[src/include/fpec_map.svh]
// register offsets, field positions, reset values and timing constants
// assumes inclusion by bare name from design files
`ifndef FPEC_MAP_SVH
`define FPEC_MAP_SVH
`define FPEC_OFS_ADDR 12'h000
`define FPEC_OFS_DATA 12'h004
`define FPEC_OFS_CTRL 12'h008
`define FPEC_OFS_TICK 12'h140
`define FPEC_OFS_RDAT 12'h00C
`define FPEC_TICK_RST 8'h31
`define FPEC_KEY 16'hA442
`define FPEC_KEY_LSB 16
`define FPEC_REQ_PROG 0
`define FPEC_REQ_PERS 1
`define FPEC_REQ_MERS 2
`define FPEC_REQ_SAVE 3
`define FPEC_WORD_ALIGN 32'hFFFF_FFFC
`define FPEC_PAGE_ALIGN 32'hFFFF_FC00
`define FPEC_PROG_US 16'h0014
`define FPEC_PERS_US 16'h2710
`define FPEC_MERS_US 16'h2710
`define FPEC_SAVE_US 16'h0032
`endif

[src/include/fpec_pkg.sv]
// types for the flash program and erase sequencer
// assumes fpec_map.svh for numeric constants
package fpec_pkg;
	typedef enum logic [1:0] {
		FPEC_IDLE = 2'b00,
		FPEC_PULSE = 2'b01,
		FPEC_DONE = 2'b10
	} fpec_state_t;
	typedef enum logic [1:0] {
		FPEC_OP_PROG = 2'b00,
		FPEC_OP_PERS = 2'b01,
		FPEC_OP_MERS = 2'b10,
		FPEC_OP_SAVE = 2'b11
	} fpec_op_t;
endpackage

[src/fpec_pulse.sv]
// high-voltage pulse timer counting microsecond ticks
// assumes tick is a one-cycle pulse
`timescale 1ns/1ns
module fpec_pulse #(
	parameter int CW = 16
) (
	input wire logic core_clk, // system clock
	input wire logic rst_n, // sync reset, low
	input wire logic start, // load and begin timing
	input wire logic tick, // microsecond tick
	input wire logic [CW-1:0] len_us, // pulse length in ticks
	output logic busy, // pulse in progress
	output logic done // one-cycle end pulse
);
	logic [CW-1:0] left_r;
	logic busy_r;
	wire last = busy_r && tick && (left_r == {{(CW-1){1'b0}}, 1'b1});
	always_ff @(posedge core_clk) begin
		if (!rst_n) begin
			busy_r <= 1'b0;
			left_r <= '0;
		end else if (start) begin
			busy_r <= 1'b1;
			left_r <= len_us;
		end else if (busy_r && tick) begin
			left_r <= left_r - 1'b1;
			if (last) begin
				busy_r <= 1'b0;
			end
		end
	end
	assign busy = busy_r;
	assign done = last;
endmodule

[src/fpec_tick.sv]
// microsecond tick divider
// assumes reload value is frequency in MHz minus one
`timescale 1ns/1ns
module fpec_tick #(
	parameter int RW = 8
) (
	input wire logic core_clk, // system clock
	input wire logic rst_n, // sync reset, low
	input wire logic run, // count while high
	input wire logic [RW-1:0] reload, // cycles per tick minus one
	output logic tick // one-cycle pulse every microsecond
);
	logic [RW-1:0] cnt_r;
	wire expire = (cnt_r == '0);
	always_ff @(posedge core_clk) begin
		if (!rst_n || !run) begin
			cnt_r <= reload;
		end else if (expire) begin
			cnt_r <= reload;
		end else begin
			cnt_r <= cnt_r - 1'b1;
		end
	end
	assign tick = run && expire;
endmodule

[src/fpec_top.sv]
// flash program and erase sequencer with register port
// assumes a flash array port that stores words and clears pages
//
// The strobed register port was chosen for this implementation.
`timescale 1ns/1ns
`include "fpec_map.svh"
module fpec_top #(
	parameter int AW = 32,
	parameter int DW = 32
) (
	input wire logic core_clk, // system clock, 50 MHz
	input wire logic rst_n, // sync reset, low
	input wire logic [11:0] reg_addr, // register byte address
	input wire logic [31:0] reg_wdata, // write data
	input wire logic reg_wr, // write strobe
	input wire logic reg_rd, // read strobe
	output logic [31:0] reg_rdata, // read data, cycle after strobe
	output logic [AW-1:0] fl_addr, // array address
	output logic [DW-1:0] fl_wdata, // array write word
	output logic fl_prog, // program pulse level
	output logic fl_page_clr, // page erase pulse level
	output logic fl_mass_clr, // mass erase pulse level
	output logic fl_save, // protection save pulse level
	output logic fl_rd, // array read request
	input wire logic [DW-1:0] fl_rdata, // array read word
	input wire logic fl_exec_only // addressed block is execute-only
);
	// =========================================
	// register decode
	fpec_pkg::fpec_state_t state_r, state_nxt;
	fpec_pkg::fpec_op_t op_r;
	logic [AW-1:0] addr_r;
	logic [DW-1:0] data_r;
	logic [7:0] tick_r;
	logic [3:0] req_r;
	logic [31:0] rdata_r;
	logic [15:0] len_r;
	logic rd_pend_r;
	logic start_r;
	wire st_idle = (state_r == fpec_pkg::FPEC_IDLE);
	wire st_pulse = (state_r == fpec_pkg::FPEC_PULSE);
	wire st_done = (state_r == fpec_pkg::FPEC_DONE);
	wire busy = !st_idle;
	wire sel_addr = (reg_addr == `FPEC_OFS_ADDR);
	wire sel_data = (reg_addr == `FPEC_OFS_DATA);
	wire sel_ctrl = (reg_addr == `FPEC_OFS_CTRL);
	wire sel_tick = (reg_addr == `FPEC_OFS_TICK);
	wire sel_rdat = (reg_addr == `FPEC_OFS_RDAT);
	// a launch in flight already counts as busy, so a back-to-back
	// keyed write cannot restart the pulse before leaving idle
	wire hold = busy || start_r;
	wire key_ok = (reg_wdata[31:16] == `FPEC_KEY);
	wire [3:0] req_w = reg_wdata[3:0];
	wire any_req = (req_w != 4'h0);
	wire ctrl_hit = reg_wr && sel_ctrl && key_ok;
	wire ctrl_go = ctrl_hit && any_req && !hold;
	// =========================================
	// write enables
	wire wr_addr = reg_wr && sel_addr && !hold;
	wire wr_data = reg_wr && sel_data && !hold;
	wire wr_tick = reg_wr && sel_tick;
	wire wr_fetch = reg_wr && sel_rdat && !hold;
	wire [DW-1:0] fetch_w = fl_exec_only ? '0 : fl_rdata;
	// =========================================
	// operation select
	fpec_pkg::fpec_op_t op_w;
	logic [15:0] len_w;
	always_comb begin
		op_w = fpec_pkg::FPEC_OP_PROG;
		len_w = `FPEC_PROG_US;
		if (req_w[`FPEC_REQ_PROG]) begin
			op_w = fpec_pkg::FPEC_OP_PROG;
			len_w = `FPEC_PROG_US;
		end else if (req_w[`FPEC_REQ_PERS]) begin
			op_w = fpec_pkg::FPEC_OP_PERS;
			len_w = `FPEC_PERS_US;
		end else if (req_w[`FPEC_REQ_MERS]) begin
			op_w = fpec_pkg::FPEC_OP_MERS;
			len_w = `FPEC_MERS_US;
		end else begin
			op_w = fpec_pkg::FPEC_OP_SAVE;
			len_w = `FPEC_SAVE_US;
		end
	end
	// =========================================
	// registers
	always_ff @(posedge core_clk) begin
		if (!rst_n) begin
			start_r <= 1'b0;
		end else begin
			start_r <= ctrl_go;
		end
	end
	always_ff @(posedge core_clk) begin
		if (!rst_n) begin
			addr_r <= '0;
		end else if (wr_addr) begin
			addr_r <= reg_wdata[AW-1:0];
		end
	end
	always_ff @(posedge core_clk) begin
		if (!rst_n) begin
			data_r <= '0;
		end else if (wr_data) begin
			data_r <= reg_wdata[DW-1:0];
		end else if (rd_pend_r) begin
			data_r <= fetch_w;
		end
	end
	always_ff @(posedge core_clk) begin
		if (!rst_n) begin
			tick_r <= `FPEC_TICK_RST;
		end else if (wr_tick) begin
			tick_r <= reg_wdata[7:0];
		end
	end
	always_ff @(posedge core_clk) begin
		if (!rst_n) begin
			req_r <= 4'h0;
			op_r <= fpec_pkg::FPEC_OP_PROG;
			len_r <= '0;
		end else if (ctrl_go) begin
			req_r <= req_w;
			op_r <= op_w;
			len_r <= len_w;
		end else if (st_done) begin
			req_r <= 4'h0;
		end
	end
	// =========================================
	// read path: a write to the RDAT offset (12'h00C) triggers an array fetch into the data register
	always_ff @(posedge core_clk) begin
		if (!rst_n) begin
			rd_pend_r <= 1'b0;
		end else begin
			rd_pend_r <= wr_fetch;
		end
	end
	assign fl_rd = rd_pend_r;
	wire [31:0] rd_addr_w = 32'(addr_r);
	wire [31:0] rd_data_w = 32'(data_r);
	wire [31:0] rd_ctrl_w = {16'h0000, 12'h000, req_r};
	wire [31:0] rd_tick_w = {24'h00_0000, tick_r};
	wire [31:0] rd_mux = sel_addr ? rd_addr_w :
		sel_data ? rd_data_w :
		sel_ctrl ? rd_ctrl_w :
		sel_tick ? rd_tick_w : 32'h0000_0000;
	always_ff @(posedge core_clk) begin
		if (!rst_n) begin
			rdata_r <= '0;
		end else begin
			rdata_r <= reg_rd ? rd_mux : 32'h0000_0000;
		end
	end
	assign reg_rdata = rdata_r;
	// =========================================
	// sequencer
	logic tick;
	logic pulse_busy;
	logic pulse_done;
	fpec_tick #(.RW(8)) u_tick (
		.core_clk(core_clk),
		.rst_n(rst_n),
		.run(busy),
		.reload(tick_r),
		.tick(tick)
	);
	fpec_pulse #(.CW(16)) u_pulse (
		.core_clk(core_clk),
		.rst_n(rst_n),
		.start(start_r),
		.tick(tick),
		.len_us(len_r),
		.busy(pulse_busy),
		.done(pulse_done)
	);
	always_comb begin
		state_nxt = state_r;
		unique case (state_r)
			fpec_pkg::FPEC_IDLE: begin
				if (start_r) begin
					state_nxt = fpec_pkg::FPEC_PULSE;
				end
			end
			fpec_pkg::FPEC_PULSE: begin
				if (pulse_done) begin
					state_nxt = fpec_pkg::FPEC_DONE;
				end
			end
			fpec_pkg::FPEC_DONE: begin
				state_nxt = fpec_pkg::FPEC_IDLE;
			end
			default: begin
				state_nxt = fpec_pkg::FPEC_IDLE;
			end
		endcase
	end
	always_ff @(posedge core_clk) begin
		if (!rst_n) begin
			state_r <= fpec_pkg::FPEC_IDLE;
		end else begin
			state_r <= state_nxt;
		end
	end
	// =========================================
	// array drive
	wire in_pulse = st_pulse && pulse_busy;
	// page address only while a page erase runs, so later fetches
	// go back to the word address
	wire is_pers = busy && (op_r == fpec_pkg::FPEC_OP_PERS);
	wire is_prog = (op_r == fpec_pkg::FPEC_OP_PROG);
	wire [AW-1:0] word_a = addr_r & AW'(`FPEC_WORD_ALIGN);
	wire [AW-1:0] page_a = addr_r & AW'(`FPEC_PAGE_ALIGN);
	wire [AW-1:0] addr_w = is_pers ? page_a : word_a;
	wire [DW-1:0] wdata_w = is_prog ? data_r : '0;
	wire [3:0] pulse_w = in_pulse ? req_r : 4'h0;
	logic [AW-1:0] fl_addr_r;
	logic [DW-1:0] fl_wdata_r;
	logic [3:0] fl_op_r;
	always_ff @(posedge core_clk) begin
		if (!rst_n) begin
			fl_addr_r <= '0;
		end else begin
			fl_addr_r <= addr_w;
		end
	end
	always_ff @(posedge core_clk) begin
		if (!rst_n) begin
			fl_wdata_r <= '0;
		end else begin
			fl_wdata_r <= wdata_w;
		end
	end
	always_ff @(posedge core_clk) begin
		if (!rst_n) begin
			fl_op_r <= 4'h0;
		end else begin
			fl_op_r <= pulse_w;
		end
	end
	assign fl_addr = fl_addr_r;
	assign fl_wdata = fl_wdata_r;
	assign fl_prog = fl_op_r[`FPEC_REQ_PROG];
	assign fl_page_clr = fl_op_r[`FPEC_REQ_PERS];
	assign fl_mass_clr = fl_op_r[`FPEC_REQ_MERS];
	assign fl_save = fl_op_r[`FPEC_REQ_SAVE];
endmodule

[config.mk]
export PLATFORM = sky130hd
export DESIGN_NAME = fpec_top
export DESIGN_NICKNAME = d
export VERILOG_FILES = /design/src/include/fpec_pkg.sv /design/src/fpec_pulse.sv /design/src/fpec_tick.sv /design/src/fpec_top.sv
export VERILOG_INCLUDE_DIRS = /design/src /design/src/include
export SDC_FILE = /design/constraint.sdc
export NUM_CORES = 1
export LEC_CHECK = 0
export ABC_AREA = 1
export BUFFER_PORTS_ARGS = -buffer_cell sky130_fd_sc_hd__buf_2
export CAP_MARGIN = 20
export CORE_MARGIN = 2
export CORE_UTILIZATION = 40
export DETAILED_ROUTE_END_ITERATION = 10
export PLACE_DENSITY = 0.59
export REMOVE_ABC_BUFFERS = 1
export SETUP_SLACK_MARGIN = 0.15
export SLEW_MARGIN = 20
export SYNTH_ARGS = -nofsm -noshare
export SYNTH_HDL_FRONTEND = slang
export SYNTH_SLANG_ARGS = --single-unit
[constraint.sdc]
create_clock -name core_clk -period 3 [get_ports core_clk]
set_clock_uncertainty 0.15 [all_clocks]
set_input_delay 0.6 -clock core_clk [delete_from_list [all_inputs] [get_ports core_clk]]
set_output_delay 0.6 -clock core_clk [all_outputs]
set_load 0.005 [all_outputs]
==> results by group <==
Critical path
  • Crit-path max FO: 25
  • Worst Path Buf+Inv: 4
  • Worst path max stage delay: around 0.40 ns
  • CP max-delay cell: dfxtp_1
  • Worst Path Arrival: between 2 and 2.5 ns
  • CP Class: register to register
  • CP Capture Type: register
  • Crit path cell chain: inv_2, nand2_2, nor2_4, inv_2, nor2_4, clkinv_1, buf_16, nand3_1, a21oi_1
  • Worst endpoint required time: about 3.2 ns
  • CP Launch Type: register
  • Worst path top cell family by delay: buffers and inverters

Drt
  • Residual DRC: 0
  • Starting DRC count in detailed routing: ~390
  • Drt via density: ~4.7
  • Number of routed nets with antenna violations: 0
  • Vias: between 7k and 8k
  • DR WL/cell: between 10 and 15 um
  • DRT Wirelength: between 20,000 and 25,000 um
  • DRT Pass-1 Iters: 5

Cells and area
  • Commonest non-fill, non-tap cell in the layout: dfxtp_1
  • Layout cells sized above 1: between 20% and 30%
  • Final net count: between 1k and 1.5k
  • Finished Cell Area: 10,600 um2
  • Fillcell total: 2,131
  • Most frequent cells in the layout: dfxtp_1 (209), inv_1 (208), nand2_1 (195)
  • Antenna diodes: 0
  • Area Growth Syn to Fin: 22.3%
  • Non-Filler Instances: roughly 1.6k

Global routing
  • Total track usage: approximately a fifth
  • Initial antenna violation count: 0
  • Largest net degree at the start of global routing: 65
  • Grt total ovfl: 0
  • First-pass GRT wire length: around 36,000 um
  • Vias in the first global route: about 6.9k

Timing
  • Slew margin rel.: between 30% and 40%
  • Setup-failing EPs final: 0
  • Min Tclk post-route: around 2.2 ns
  • Max Clock Freq: around 0.45 GHz
  • RSZ-0062 raised after global routing: no
  • Crit share post-route: around three quarters
  • Final max-slew violation count: 0
  • Worst-margin pin slew: around 0.91 ns
  • Final hold violation count: 0
  • Setup TNS: 0 ns

Synthesis
  • FFs w/ async S/R, synth: 0%
  • Synth Cell Area: between 8000 and 9000 um2
  • Synth cell types: 40
  • Syn Area/Cell: between 7 and 8 um2
  • Synthesis Warnings: 0
  • Register area share after synthesis: roughly half
  • Post-synth top flop: dfxtp_1
  • Cells after synthesis: between 1k and 1.5k
  • Post-synth EDFFs: 0
  • Yosys reg bits: about 210

Clocking
  • CTS clk-pin slew, worst paths: 0.06 ns
  • Setup Buffers After CTS: 0
  • H-tree lvl count: 1
  • Num CTS Buffers: 24
  • Root buffer cell: clkbuf_16
  • CTS tree: yes
  • Clock Path Buffers: 3
  • Clk_lat worst skew: around 0.52 ns
  • CTS sink count: around 210
  • Hold_buf cts: 0
  • Post-CTS Resized: 0

Floorplan
  • Initial Util: 41.0%
  • Site Rows: 53
  • Die width: ~150 um
  • Die outline height: approximately 150 um
  • # IOs: between 150 and 200
  • DIE AREA: roughly 23,000 um2
  • Core Region: 21,200 um2

Power and ir drop
  • Internal Dissipation: roughly 4800 uW
  • Switching part of the total power: 20.9%
  • Peak supply drop: roughly 250 uV
  • Power Dens Cells: between 500 and 600 nW/um2
  • Clock group share of total power: about 50%
  • Sequential Power Share: a little under half
  • Power share of the combinational group: under 10%
  • Leakage: 0.00491 uW
  • Switching power: between 1000 and 1500 uW

Place
  • Gp weighted congestion: roughly 0.86
  • Dpl cells: 1,590
  • # port buffers: ~180
  • Cell Area, Placed: just under 10,000 um2
  • Post-detail-place hpwl: between 15,000 and 20,000 um

Run status
  • Status: completed

Flow run
  • Max-cap violations: 0

Min path
  • Worst Hold Class: primary input to register
## final timing paths
| check | depth (start not counted) | start | to | slack (ns) |
|---|---|---|---|---|
| setup / recovery | 9 | start_r | data_r[20] | 0.80 |
| setup reg to reg | 9 | start_r | data_r[20] | 0.80 |
| hold / removal | 3 | reg_wdata[6] | tick_r[6] | 0.22 |
| hold reg to reg | 2 | addr_r[21] | fl_addr[21] | 0.29 |
## layout make-up
type	instances	area, um2	share of cell area, %
Tap cell	275	344	3.24
Clock buffer	38	764	7.21
Inverter	215	807	7.61
Sequential cell	209	4180	39.4
Timing Repair Buffer	193	1060	9.98
Clock inverter	6	105	0.991
Multi-Input combinational cell	699	3340	31.5
## synthesized netlist by cell type (2+ instances only)
master,count,share of area [%]
dfxtp_1,209,48
inv_1,209,9.0
nand2_1,195,8.4
nor2_1,157,6.8
a21oi_1,112,6.5
nand3_1,68,3.9
o21ai_0,67,3.9
o21ai_2,32,3.2
clkbuf_1,23,1.0
buf_2,11,0.63
nand4_1,9,0.65
nor3_1,9,0.52
xor2_1,8,0.81
buf_4,6,0.52
buf_6,6,0.78
inv_2,6,0.26
nand2_2,6,0.43
nor2_2,5,0.36
ha_1,4,0.58
a31oi_1,3,0.22
buf_12,3,0.69
nor2_4,3,0.39
o211ai_1,3,0.26
a21oi_2,2,0.20
clkbuf_2,2,0.12
nor4_1,2,0.14
or2_2,2,0.14
## registers in the layout, indices dropped and copies added, names as in the netlist
name and flops:
addr_r 32, data_r 32, fl_wdata 32, reg_rdata 32, fl_addr 30, u_pulse.left_r 16, tick_r 8, u_tick.cnt_r 8
fl_op_r 4, len_r 4, req_r 4, op_r 2, state_r 2, fl_rd 1, start_r 1, u_pulse.busy 1
## kinds of logic after synthesis
family / after synthesis / synth area share, %
AOI/OAI and AO/OA: 225 / 14.7
xor gates and xnor gates: 9 / 0.909
buffers and inverters: 268 / 13.3
and+or+nand+nor: 459 / 22.2
adders and majority gates: 4 / 0.577
other: 1 / 0.0432
DFF: 209 / 48.2
## worst min-delay path: stages
cell,delay (ns)
buf_2,0.12
inv_1,0.07
a21oi_1,0.06
## stage by stage
step | utilization, % | worst slack (ns) | hold slack, ns | power (uW)
floorplan | - | -0.333 | 0.267 | 2910
global placement | 45.9 | 0.496 | 0.280 | 3050
detailed placement | 45.9 | 0.428 | 0.284 | 3050
CTS | 50.0 | 0.638 | 0.211 | 6160
global route | 50.1 | 0.686 | 0.221 | 6300
finish | 50.1 | 0.795 | 0.222 | 6120
## power groups by stage
stage / logic, uW / clock network (uW) / registers, uW
6_report: 208 / 3140 / 2780
3_3_place_gp: 208 / 0 / 2840
3_5_place_dp: 208 / 0 / 2840
5_1_grt: 230 / 3290 / 2770
2_1_floorplan: 76.0 / 0 / 2840
4_1_cts: 209 / 3180 / 2780
## routing by layer
metal | global-route usage, % | vias to the layer above | wire length, um
met1 | 28.4 | 3405 | 11100
met4 | 4.49 | 0 | 366
met3 | 2.98 | 32 | 1440
li1 | - | 3966 | -
met5 | 0 | - | 0
met2 | 33.0 | 204 | 10700
No activity file was read; power rests on OpenSTA's default activity.
